==> src/rtl/mad_params.svh <==
// Address map boundaries and region select codes for the mode address decoder.
`ifndef MAD_PARAMS_SVH
`define MAD_PARAMS_SVH

`define MAD_ADDR_W 24
`define MAD_MODE_W 4
`define MAD_RGN_W 5
`define MAD_NRM_ROM_END 24'h00dfff
`define MAD_NRM_RAM_BASE 24'h00ec00
`define MAD_NRM_RAM_END 24'h00fbff
`define MAD_NRM_IO_BASE 24'h00fe40
`define MAD_NRM_IO_END 24'h00ff07
`define MAD_NRM_IO2_BASE 24'h00ff28
`define MAD_ADV_ROM_END 24'h00ffff
`define MAD_ADV_WIN_BASE 24'h010000
`define MAD_ADV_WIN_END 24'h017fff
`define MAD_ADV_RSV_BASE 24'h018000
`define MAD_ADV_RSV_END 24'h01ffff
`define MAD_ADV_RAM_BASE 24'hffec00
`define MAD_ADV_RAM_END 24'hfffbff
`define MAD_ADV_IO_BASE 24'hfffe40
`define MAD_ADV_IO_END 24'hffff07
`define MAD_ADV_IO2_BASE 24'hffff28
`define MAD_SEL_ROM 5'h01
`define MAD_SEL_RAM 5'h02
`define MAD_SEL_IO 5'h04
`define MAD_SEL_RSV 5'h08
`define MAD_SEL_EXT 5'h10

`endif

==> src/rtl/mad_pkg.sv <==
// Types shared by the mode address decoder.
package mad_pkg;
    typedef enum logic [3:0] {
        MAD_M1 = 4'h1, MAD_M2 = 4'h2, MAD_M3 = 4'h3, MAD_M4 = 4'h4,
        MAD_M5 = 4'h5, MAD_M6 = 4'h6, MAD_M7 = 4'h7
    } mad_mode_t;
endpackage

==> src/rtl/mad_decoder.sv <==
// Mode dependent address decoder with registered one-hot region selects.
//
// Summary of operation
// - Mode 6 window: enable picks external, else ROM
// - Mode 6 upper: enable picks external, else reserved
// - Mode 7 window: enable picks reserved, else ROM
// - Expanded modes, RAM disabled: RAM area external
// - Mode 3: I/O from FE40, RAM to FBFF
`timescale 1ns/1ps
`default_nettype none

`include "mad_params.svh"

module mad_decoder (
    input wire logic clk_sys,
    input wire logic rstn,
    input wire logic [`MAD_ADDR_W-1:0] addr,
    input wire logic [`MAD_MODE_W-1:0] mode,
    input wire logic external_area_enable,
    input wire logic ram_enable,
    output logic sel_rom,
    output logic sel_ram,
    output logic sel_io,
    output logic sel_reserved,
    output logic sel_external
);

    // ----------------------------------------------------------------
    // Region predicates
    // ----------------------------------------------------------------
    // Both bounds are inclusive, since the map gives last addresses.
    function automatic logic in_rng(input logic [`MAD_ADDR_W-1:0] a,
                                    input logic [`MAD_ADDR_W-1:0] lo,
                                    input logic [`MAD_ADDR_W-1:0] hi);
        in_rng = (a >= lo) && (a <= hi);
    endfunction

    // Normal modes drive only 16 address bits, so the upper byte is
    // ignored rather than trusted to be zero.
    function automatic logic [`MAD_ADDR_W-1:0] nrm_addr(
        input logic [`MAD_ADDR_W-1:0] a
    );
        nrm_addr = {8'h00, a[15:0]};
    endfunction

    function automatic logic nrm_is_io(input logic [`MAD_ADDR_W-1:0] a);
        logic [`MAD_ADDR_W-1:0] na;
        na = nrm_addr(a);
        nrm_is_io = in_rng(na, `MAD_NRM_IO_BASE, `MAD_NRM_IO_END) ||
                    (na >= `MAD_NRM_IO2_BASE);
    endfunction

    function automatic logic nrm_is_ram(input logic [`MAD_ADDR_W-1:0] a);
        nrm_is_ram = in_rng(nrm_addr(a), `MAD_NRM_RAM_BASE,
                            `MAD_NRM_RAM_END);
    endfunction

    function automatic logic nrm_is_rom(input logic [`MAD_ADDR_W-1:0] a);
        nrm_is_rom = nrm_addr(a) <= `MAD_NRM_ROM_END;
    endfunction

    function automatic logic adv_is_io(input logic [`MAD_ADDR_W-1:0] a);
        adv_is_io = in_rng(a, `MAD_ADV_IO_BASE, `MAD_ADV_IO_END) ||
                    (a >= `MAD_ADV_IO2_BASE);
    endfunction

    function automatic logic adv_is_ram(input logic [`MAD_ADDR_W-1:0] a);
        adv_is_ram = in_rng(a, `MAD_ADV_RAM_BASE, `MAD_ADV_RAM_END);
    endfunction

    function automatic logic adv_is_rom(input logic [`MAD_ADDR_W-1:0] a);
        adv_is_rom = a <= `MAD_ADV_ROM_END;
    endfunction

    // Window that the area enable splits between ROM and a neighbour.
    function automatic logic adv_in_win(input logic [`MAD_ADDR_W-1:0] a);
        adv_in_win = in_rng(a, `MAD_ADV_WIN_BASE, `MAD_ADV_WIN_END);
    endfunction

    function automatic logic adv_in_rsv(input logic [`MAD_ADDR_W-1:0] a);
        adv_in_rsv = in_rng(a, `MAD_ADV_RSV_BASE, `MAD_ADV_RSV_END);
    endfunction

    // ----------------------------------------------------------------
    // Per-mode decode
    // ----------------------------------------------------------------
    // Expanded normal modes send every address that no on-chip region
    // claims out to the external bus.
    function automatic logic [`MAD_RGN_W-1:0] dec_nrm_exp(
        input logic [`MAD_ADDR_W-1:0] a,
        input logic rom_on,
        input logic ram_on
    );
        logic [`MAD_RGN_W-1:0] sel;
        sel = `MAD_SEL_EXT;
        if (nrm_is_io(a)) begin
            sel = `MAD_SEL_IO;
        end else if (nrm_is_ram(a) && ram_on) begin
            sel = `MAD_SEL_RAM;
        end else if (nrm_is_rom(a) && rom_on) begin
            sel = `MAD_SEL_ROM;
        end
        dec_nrm_exp = sel;
    endfunction

    // Single-chip normal mode has no external bus, so gaps are reserved
    // and the RAM enable is not consulted.
    function automatic logic [`MAD_RGN_W-1:0] dec_nrm_single(
        input logic [`MAD_ADDR_W-1:0] a
    );
        logic [`MAD_RGN_W-1:0] sel;
        sel = `MAD_SEL_RSV;
        if (nrm_is_io(a)) begin
            sel = `MAD_SEL_IO;
        end else if (nrm_is_ram(a)) begin
            sel = `MAD_SEL_RAM;
        end else if (nrm_is_rom(a)) begin
            sel = `MAD_SEL_ROM;
        end
        dec_nrm_single = sel;
    endfunction

    // Expanded advanced modes; the ROM and its window exist only when
    // the on-chip ROM is enabled.
    function automatic logic [`MAD_RGN_W-1:0] dec_adv_exp(
        input logic [`MAD_ADDR_W-1:0] a,
        input logic rom_on,
        input logic area_on,
        input logic ram_on
    );
        logic [`MAD_RGN_W-1:0] sel;
        sel = `MAD_SEL_EXT;
        if (adv_is_io(a)) begin
            sel = `MAD_SEL_IO;
        end else if (adv_is_ram(a) && ram_on) begin
            sel = `MAD_SEL_RAM;
        end else if (rom_on && adv_is_rom(a)) begin
            sel = `MAD_SEL_ROM;
        end else if (rom_on && adv_in_win(a)) begin
            sel = area_on ? `MAD_SEL_EXT : `MAD_SEL_ROM;
        end else if (rom_on && adv_in_rsv(a)) begin
            sel = area_on ? `MAD_SEL_EXT : `MAD_SEL_RSV;
        end
        dec_adv_exp = sel;
    endfunction

    // Advanced single-chip mode: the window above the ROM becomes
    // reserved when the area enable is set, and the rest of the space
    // has nowhere to go.
    function automatic logic [`MAD_RGN_W-1:0] dec_adv_single(
        input logic [`MAD_ADDR_W-1:0] a,
        input logic area_on
    );
        logic [`MAD_RGN_W-1:0] sel;
        sel = `MAD_SEL_RSV;
        if (adv_is_io(a)) begin
            sel = `MAD_SEL_IO;
        end else if (adv_is_ram(a)) begin
            sel = `MAD_SEL_RAM;
        end else if (adv_is_rom(a)) begin
            sel = `MAD_SEL_ROM;
        end else if (adv_in_win(a)) begin
            sel = area_on ? `MAD_SEL_RSV : `MAD_SEL_ROM;
        end
        dec_adv_single = sel;
    endfunction

    // ----------------------------------------------------------------
    // Region select
    // ----------------------------------------------------------------
    logic [`MAD_RGN_W-1:0] sel_reg;
    logic [`MAD_RGN_W-1:0] sel_next;

    always_comb begin
        sel_next = `MAD_SEL_RSV;
        case (mode)
            mad_pkg::MAD_M1: begin
                sel_next = dec_nrm_exp(addr, 1'b0, ram_enable);
            end
            mad_pkg::MAD_M2: begin
                sel_next = dec_nrm_exp(addr, 1'b1, ram_enable);
            end
            mad_pkg::MAD_M3: begin
                sel_next = dec_nrm_single(addr);
            end
            // Modes 4 and 5 run with the on-chip ROM switched off.
            mad_pkg::MAD_M4, mad_pkg::MAD_M5: begin
                sel_next = dec_adv_exp(addr, 1'b0, external_area_enable,
                                       ram_enable);
            end
            mad_pkg::MAD_M6: begin
                sel_next = dec_adv_exp(addr, 1'b1, external_area_enable,
                                       ram_enable);
            end
            mad_pkg::MAD_M7: begin
                sel_next = dec_adv_single(addr, external_area_enable);
            end
            // Unsupported mode codes answer nothing on chip.
            default: begin
                sel_next = `MAD_SEL_RSV;
            end
        endcase
    end

    // ----------------------------------------------------------------
    // Output register
    // ----------------------------------------------------------------
    // Reset value is a single region so one-hot holds from reset on.
    always_ff @(posedge clk_sys or negedge rstn) begin
        if (!rstn) begin
            sel_reg <= `MAD_SEL_RSV;
        end else begin
            sel_reg <= sel_next;
        end
    end

    assign sel_rom = sel_reg[0];
    assign sel_ram = sel_reg[1];
    assign sel_io = sel_reg[2];
    assign sel_reserved = sel_reg[3];
    assign sel_external = sel_reg[4];

endmodule

`default_nettype wire

==> config.mk <==
export PLATFORM = sky130hd
export DESIGN_NAME = mad_decoder
export DESIGN_NICKNAME = d
export VERILOG_FILES = /design/src/rtl/mad_pkg.sv /design/src/rtl/mad_decoder.sv
export VERILOG_INCLUDE_DIRS = /design/src /design/src/rtl
export SDC_FILE = /design/constraint.sdc
export NUM_CORES = 1
export LEC_CHECK = 0
export BUFFER_PORTS_ARGS = -buffer_cell sky130_fd_sc_hd__buf_2
export CAP_MARGIN = 20
export CORE_MARGIN = 2
export CORE_UTILIZATION = 39
export DETAILED_ROUTE_END_ITERATION = 10
export HOLD_SLACK_MARGIN = 0.08
export PLACE_DENSITY_LB_ADDON = 0.12
export SLEW_MARGIN = 20
export SYNTH_ARGS = -nofsm -noshare
export SYNTH_HDL_FRONTEND = slang
export SYNTH_SLANG_ARGS = --single-unit
==> constraint.sdc <==
create_clock -name clk_sys -period 0.8 [get_ports clk_sys]
set_input_delay 0.16 -clock clk_sys [delete_from_list [all_inputs] [get_ports clk_sys]]
set_output_delay 0.16 -clock clk_sys [all_outputs]
set_load 0.01 [all_outputs]
==> results.txt, run 1 <==
Status: complete, but fails checks
Failing checks: setup timing
GRT overflow: 0
DRT Pass-1 Iters: 4
Routed vias: 765
Max Fanout on Critical Path: 2
Fill count: 99
Register area: 126 um2
Post-Syn Area: 518 um2
Top cells by area, synth: dfrtp_1 (19%), dfstp_2 (5.1%), a21oi_1 (4.8%), nand2_1 (4.3%), nand2b_1 (3.6%)
Max Clk Rate: 967 MHz
Hold_ws: 0.192 ns
Largest net degree at the start of global routing: 7
Share of the synthesized area in the top cell type: 19.3%
Area occupied by multi-input gates: 443 um2
Final worst-path cycle share: 129%
Max FFs per register: 5
Worst EP arrival: 1.20 ns
Routed len/inst: 13.9 um
Top-level I/O count: 37
Die ar.: 1640 um2
Worst Hold Path EP: sel_reg[0]
Post-synth top area cell: dfrtp_1
Critical Path RT: 0.96 ns
Hold crit path type: input pin to flip-flop
# H-tree levels: 1
RSZ-0062 raised after global routing: yes
Clock root cell: clkbuf_4
Final Slew Violations: 0
Async set-reset flop share out of synthesis: 100%
ANT nets after route: 0
Post-synth EDFFs: 0
Total power: 0.949 mW
Hold Startpoint: mode[3]
Share of layout cells above drive strength 1: 59.5%
Number of CTS-inserted buffers: 3
Die W: 40.4 um
Hold depth: 3
Residual DRC: 0
Slew headroom: 77.2%
Number of antenna violations at the first check in global routing: 0
Sequential area share after synthesis: 24.4%
Final wirelength: 1890 um
Nets: 154
Gr usage total: 23.1%
Port-buffer cells: 33
Mapped Nets: 98
Count leader, synth: nand2_1
Synth Instances: 66
Initial core utilization: 40.8%
Vias in the first global route: 663
Floorplan die height: 40.4 um
P&R area growth vs syn: 95.7%
Ys Warns: 0
CTS tree: built
PwrDens: 936 nW/um2
Worst setup SP type: input pin
DRT iter0 DRCs: 16
Final Critical Period: 1.03 ns
Antenna diodes: 0
Distinct cells, synth: 34
DPL Wire Length: 1310 um
Clock Sinks: 5
Core Box Area: 1270 um2
WS Path Type: input pin to flip-flop
Static Leak: 0.468 nW
Clk slew on worst S/H paths: 0.04 ns
Final setup fails: 10
Hold Fails Final Rpt: 0
Max VDD drop: 0.417 mV
RePlAce Congestion: 0.869
CP Capture Type: flip-flop
Fin worst setup slack: -0.234 ns
Slew at the pin with the worst max-slew slack: 0.338 ns
Row count: 13
Setup TNS: -1.54 ns
Clk buf depth: 2
Commonest cells in the netlist: nand2_1 (6), a21oi_1 (5), nor2_1 (5)
Vias per Instance: 5.63
Seq cells post-synth: 5
Post-layout util: 79.9%
Syn_area_per_cell: 7.85 um2
Crit. Startpoint: addr[5]
Max-capacitance violation count: 0
Most used DFF post-synth: dfrtp_1
First-pass GRT wire length: 2530 um
==> placed cells by master (no fill, tap or decap), drive strengths merged, types with 2 or more instances in the layout <==
cell and instances:
nand3 3, dfrtp 4, inv 2, or3 3, nand2b 3, nor4b 2, nor2 5, a211oi 3
o21ai 3, nand2 6, nor3 3, or2 2, clkbuf 4, a21oi 5, a31oi 2, nand4 3
buf 53
==> cell families (layout without fill, tap and decap cells) <==
family / after synthesis / after routing / share of synthesized area (%)
fa+ha+maj: 1 / 1 / 1.93
buf+inv: 5 / 60 / 4.35
xor+xnor: 1 / 1 / 1.69
simple gates: 34 / 34 / 39.4
flops: 5 / 5 / 24.4
compound gates: 20 / 20 / 28.3
==> cell type report <==
cell class                 instances  share of cell area (%)
sequential                         5                    12.5
tap                               15                    1.85
inverter                           2                   0.741
timing repair buffer              54                    38.6
clock buffer                       4                    2.59
multi-input combinational         56                    43.7
==> where the power goes <==
part,total (mW),leakage [nW],switching [mW],internal [mW]
Sequential,0.271,0.0649,0.00413,0.267
Combinational,0.370,0.388,0.167,0.203
Clock,0.308,0.0150,0.119,0.190
Total,0.949,0.468,0.289,0.659
==> metal layers <==
layer,wire length [um],share of wire (%),track usage (%)
met4,27,1.4,10.8
met3,74,3.9,4.44
met2,1030,54,42.1
met5,0,0,0
met1,759,40,24.9
==> worst max-delay path by stage <==
| stage | to | slack (ns) | cells past startpoint |
|---|---|---|---|
| after floorplan | sel_reg[2] | -0.29 | 4 |
| after global placement | sel_reg[3] | -0.52 | 5 |
| after detailed placement | sel_reg[2] | -0.51 | 5 |
| after CTS | sel_reserved | -0.22 | 1 |
| after global routing | sel_reg[2] | -0.27 | 5 |
| final | sel_reg[2] | -0.23 | 5 |
==> critical path, cell delays in order <==
cell and delay, ns:
buf_6 0.10, nor4b_4 0.31, o41ai_2 0.13, or3_1 0.34, a211oi_2 0.17
==> timing repair <==
item                                    CTS  global route
buffers inserted                          1             1
endpoints found under the setup margin   10            10
hold buffers                              1             0
endpoints found under the hold margin     5             0
pin swaps                                 3             5
resized for setup                        12            10
==> metrics by stage <==
stage	setup WS, ns	cells	area, um2
6_report	-0.234	136	1010
5_1_grt	-0.267	136	1010
4_1_cts	-0.223	135	945
3_5_place_dp	-0.508	129	842
3_3_place_gp	-0.525	129	842
2_1_floorplan	-0.295	66	539
Power figures use the tool's default switching activity.
==> run 2, diff against run 1 <==
- CORE_AREA: default -> 2 2 39 41
- CORE_MARGIN: 2 -> default
- CORE_UTILIZATION: 39 -> default
- CTS_BUF_LIST: default -> sky130_fd_sc_hd__clkbuf_4
- DIE_AREA: default -> 0 0 41 43
- GPL_ROUTABILITY_DRIVEN: default -> 0
==> results.txt, run 2 (synthesized netlist as in run 1, its figures left out) <==
Final worst-path cycle share: 129% (+0.21 points)
Row count: 14 (+1)
Number of CTS-inserted buffers: 3 (unchanged)
Final Slew Violations: 0 (unchanged)
Max-capacitance violation count: 0 (unchanged)
Max Clk Rate: 966 MHz (-0.17%)
ANT nets after route: 0 (unchanged)
Clock root cell: clkbuf_4
Sequential power share: 28.5% (about the same)
Hold Startpoint: mode[3]
Residual DRC: 0 (unchanged)
CP Capture Type: flip-flop
Hold depth: 3 (unchanged)
DRT Pass-1 Iters: 4 (unchanged)
Final Non-Filler Cells: 136 (unchanged)
Slew headroom: 78.2% (+1.0 points)
First-pass GRT wire length: 2850 um (+13%)
Max FFs per register: 5 (unchanged)
# H-tree levels: 1 (unchanged)
Vias per Instance: 5.20 (-7.6%)
Internal: 0.689 mW (+4.4%)
Antenna diodes: 0 (unchanged)
Worst EP arrival: 1.18 ns (-0.02 ns)
Static Leak: 0.475 nW (+1.6%)
Clock Sinks: 5 (unchanged)
Largest net degree at the start of global routing: 8 (+1)
Hold_ws: 0.217 ns (+0.0244 ns)
Slew at the pin with the worst max-slew slack: 0.324 ns (-0.0142 ns)
Max Fanout on Critical Path: 2 (unchanged)
Critical Path RT: 0.95 ns (about the same)
Power share of the combinational group: 37.7% (-1.3 points)
Routed len/inst: 12.7 um (-8.3%)
Initial core utilization: 37.4% (-3.4 points)
Number of antenna violations at the first check in global routing: 0 (unchanged)
Die ar.: 1760 um2 (+7.8%)
Final Critical Period: 1.04 ns (+0.00171 ns)
Total power: 0.949 mW (about the same)
Die W: 41 um (+1.4%)
DPL Wire Length: 1290 um (-1.6%)
Top-level I/O count: 37 (unchanged)
Clock power frac: 33.8% (+1.3 points)
Final wirelength: 1730 um (-8.3%)
Hold crit path type: input pin to flip-flop
Nets: 153 (-0.65%)
CTS tree: built
WS Path Type: input pin to flip-flop
Hold Fails Final Rpt: 0 (unchanged)
Slowest stage delay, CP: 0.33 ns (about the same)
RSZ-0062 raised after global routing: yes
Gr usage total: 23.2% (+0.15 points)
Clk buf depth: 2 (unchanged)
Floorplan die height: 43 um (+6.3%)
Max VDD drop: 0.410 mV (-1.6%)
Placed insts: 130 (+0.78%)
Final setup fails: 10 (unchanged)
GRT overflow: 0 (unchanged)
NetSw: 0.260 mW (-10%)
Slowest-stage cell, CP: or3_1
Failing checks: setup timing
Status: complete, but fails checks
PwrDens: 933 nW/um2 (-0.35%)
Most frequent cells in the layout: buf_2 (23), buf_4 (18), buf_6 (8)
Fin worst setup slack: -0.235 ns (-0.00171 ns)
P&R area growth vs syn: 96.4%
Worst path cell trace: buf_8 -> nor4b_4 -> o41ai_2 -> or3_1 -> a211oi_2
Worst setup SP type: input pin
DRT iter0 DRCs: 18 (+2)
Port-buffer cells: 33 (unchanged)
Clk slew on worst S/H paths: 0.04 ns (about the same)
Switching portion of total power: 27.4% (-3.1 points)
Worst Hold Path EP: sel_reg[0]
Routed vias: 707 (-7.6%)
Share of layout cells above drive strength 1: 58.3% (-1.2 points)
Core Box Area: 1380 um2 (+9.1%)
Most common cell after layout, fill and taps aside: buf_2
Vias in the first global route: 688 (+3.8%)
run 2: worst max-delay path, delay by kind of cell:
family | cells | cell delay [ns]
AND/OR/NAND/NOR | 2 | 0.63
AO/OA/AOI/OAI | 2 | 0.29
buffers and inverters | 1 | 0.10
run 2: stage by stage:
step | TNS, ns | setup slack [ns] | cell area (um2) | util, %
2_1_floorplan | -1.29 | -0.295 | 539 | -
3_3_place_gp | -2.36 | -0.519 | 843 | 60.9
3_5_place_dp | -2.55 | -0.555 | 843 | 60.9
4_1_cts | -1.52 | -0.213 | 991 | 71.6
5_1_grt | -2.06 | -0.301 | 1020 | 73.5
6_report | -1.61 | -0.235 | 1020 | 73.5
run 2: what timing repair did:
| item | in CTS | in global routing |
|---|---|---|
| cloned | 0 | 0 |
| endpoints found under the hold margin | 5 | 0 |
| pin swaps | 6 | 0 |
| hold buffers | 1 | 0 |
| setup buffers | 1 | 0 |
| resized for setup | 20 | 6 |
| setup endpoints to repair | 10 | 10 |
run 2: how the worst max path moves through the flow:
stage	start	end	slack, ns	cells after the start
2_1_floorplan	addr[3]	sel_reg[2]	-0.29	4
3_5_place_dp	addr[3]	sel_reg[3]	-0.55	5
4_1_cts	sel_reg[3]	sel_reserved	-0.21	1
3_3_place_gp	addr[3]	sel_reg[3]	-0.52	5
6_report	addr[5]	sel_reg[2]	-0.24	5
5_1_grt	addr[3]	sel_reg[4]	-0.30	5
run 2: power by group through the flow:
stage,sequential (mW),clock [mW],combinational [mW]
global placement,0.272,0,0.290
global route,0.271,0.345,0.391
CTS,0.270,0.333,0.346
floorplan,0.278,0,0.107
detailed placement,0.272,0,0.297
finish,0.270,0.321,0.358
run 2: layout make-up:
class / count / area, um2
sequential: 5 / 126
multi-input combinational: 56 / 438
inverter: 2 / 7.51
fill: 115 / 367
timing repair buffer: 53 / 395
clock buffer: 4 / 30.0
tap: 16 / 20.0
run 2: per-layer routing:
layer / GRT usage (%) / routed length [um]
met2: 39.7 / 940
met1: 28.6 / 717
met4: 10.0 / 14
met5: 0 / 0
met3: 0 / 59
==> run 3, diff against run 2 <==
- clock period: 0.8 -> 1.3 ns (I/O delays scaled with it)
==> results.txt, run 3 (synthesized netlist as in run 1, its figures left out) <==
Max FFs per register: 5 (unchanged)
Met3 WL: 58 um (-1.7%)
Vias in the first global route: 644 (-6.4%)
Most frequent cells in the layout: buf_2 (33), nand2_1 (6), nor2_1 (5), a21oi_1 (5)
Largest net degree at the start of global routing: 11 (+3)
Vias per Instance: 5.50 (+5.7%)
Power share of the combinational group: 29.7% (-8.0 points)
Critical Path RT: 1.43 ns (+0.48 ns)
DRT Pass-1 Iters: 5 (+1)
Worst Hold Path EP: sel_reg[0]
Number of CTS-inserted buffers: 3 (unchanged)
Hold Startpoint: mode[3]
Residual DRC: 0 (unchanged)
Slew at the pin with the worst max-slew slack: 0.391 ns (+0.0668 ns)
Internal: 0.370 mW (-46%)
Slew headroom: 73.6% (-4.6 points)
Nets: 138 (-9.8%)
Hold depth: 2 (-1)
Setup TNS: 0 ns (+1.61 ns)
Final setup fails: 0 (-10)
Setup Buffers After CTS: 0 (-1)
Slowest stage delay, CP: 0.36 ns (+0.03 ns)
Worst path cell trace: buf_2 -> nor4b_2 -> o41ai_1 -> or3_1 -> a211oi_1
Initial core utilization: 37.4% (unchanged)
CP Capture Type: flip-flop
Design area: 767 um2 (-25%)
DP Area: 718 um2 (-15%)
Worst EP arrival: 1.35 ns (+0.17 ns)
PwrDens: 656 nW/um2 (-30%)
First-pass GRT wire length: 2350 um (-17%)
Hold_ws: 0.249 ns (+0.0322 ns)
GRT overflow: 0 (unchanged)
WS Path Type: input pin to flip-flop
# H-tree levels: 1 (unchanged)
DRT iter0 DRCs: 14 (-4)
Hold Fails Final Rpt: 0 (unchanged)
Sequential power share: 32.9% (+4.4 points)
Routed vias: 665 (-5.9%)
Met1 Wirelength: 587 um (-18%)
CTS tree: built
Row count: 14 (unchanged)
Max Clk Rate: 825 MHz
Fin worst setup slack: 0.0885 ns (+0.324 ns)
Final worst-path cycle share: 93.2%
Final wirelength: 1380 um (-20%)
Clock Sinks: 5 (unchanged)
Top-level I/O count: 37 (unchanged)
ANT nets after route: 0 (unchanged)
Switching portion of total power: 26.4% (-1.0 points)
P&R area growth vs syn: 48.1%
Met2 wire length: 723 um (-23%)
Most common cell after layout, fill and taps aside: buf_2
Final Slew Violations: 0 (unchanged)
Top sig layer: met4
Max-capacitance violation count: 0 (unchanged)
Max VDD drop: 0.206 mV (-50%)
Pre-CTS setup slack: -0.155 ns (+0.400 ns)
Clk slew on worst S/H paths: 0.04 ns (about the same)
Clock root cell: clkbuf_4
Number of antenna violations at the first check in global routing: 0 (unchanged)
Clk buf depth: 2 (unchanged)
Static Leak: 0.358 nW (-25%)
Clock power frac: 37.4% (+3.6 points)
Final Critical Period: 1.21 ns
Die W: 41 um (unchanged)
Die ar.: 1760 um2 (unchanged)
NetSw: 0.133 mW (-49%)
Routed len/inst: 11.4 um (-10%)
Core Box Area: 1380 um2 (unchanged)
Antenna diodes: 0 (unchanged)
Floorplan die height: 43 um (unchanged)
Worst setup SP type: input pin
Share of layout cells above drive strength 1: 45.7% (-13 points)
Gr usage total: 18.8% (-4.4 points)
Max Fanout on Critical Path: 2 (unchanged)
Hold crit path type: input pin to flip-flop
Port-buffer cells: 33 (unchanged)
DPL Wire Length: 1160 um (-9.7%)
Status: finished, final reports clean
Slowest-stage cell, CP: or3_1
[run 3: cell types whose count changed in the layout (fill, tap and decap cells not counted), sizes merged]
cell | previous run | this run
buf | 52 | 37
[run 3: power groups by stage]
stage	sequential (mW)	clock [mW]	combinational [mW]
after floorplan	0.171	0	0.0628
after global placement	0.167	0	0.141
after detailed placement	0.168	0	0.144
after CTS	0.166	0.195	0.147
after global routing	0.166	0.214	0.170
final	0.166	0.188	0.150
[run 3: how the worst max path moves through the flow]
stage                 end      from  slack [ns]
2_1_floorplan  sel_reg[0]  addr[19]        0.04
3_3_place_gp   sel_reg[0]  addr[19]       -0.15
3_5_place_dp   sel_reg[2]   addr[3]       -0.16
4_1_cts        sel_reg[2]   addr[3]        0.08
5_1_grt        sel_reg[0]  addr[21]      -0.001
6_report       sel_reg[2]   addr[3]        0.09
[run 3: timing repair]
| item | 4_1_cts | 5_1_grt |
|---|---|---|
| endpoints found under the setup margin | 0 | 2 |
| resized for setup | 0 | 1 |
| endpoints found under the hold margin | 5 | 0 |
| hold buffers | 1 | 0 |
[run 3: per-layer routing]
layer	global-route usage [%]	vias up
li1	-	335
met1	22.8	312
met2	31.6	16
met3	0	2
met4	10.0	0
met5	0	-
[run 3: area by class of cell]
class,instances,area (um2)
inverter,2,7.51
fill,142,617
multi-input combinational,56,378
sequential,5,126
timing repair buffer,38,205
tap,16,20.0
clock buffer,4,30.0
[run 3: per-stage QoR]
stage / power (mW) / utilization [%] / cells
3_5_place_dp: 0.312 / 51.9 / 116
3_3_place_gp: 0.308 / 51.9 / 116
6_report: 0.503 / 55.4 / 121
4_1_cts: 0.508 / 54.8 / 121
2_1_floorplan: 0.234 / - / 66
5_1_grt: 0.551 / 55.4 / 121
[run 3: critical path: cells and delay by family]
kind                   cells  cell delay (ns)
and+or+nand+nor            2             0.67
buffers and inverters      1             0.11
AOI/OAI and AO/OA          2             0.30
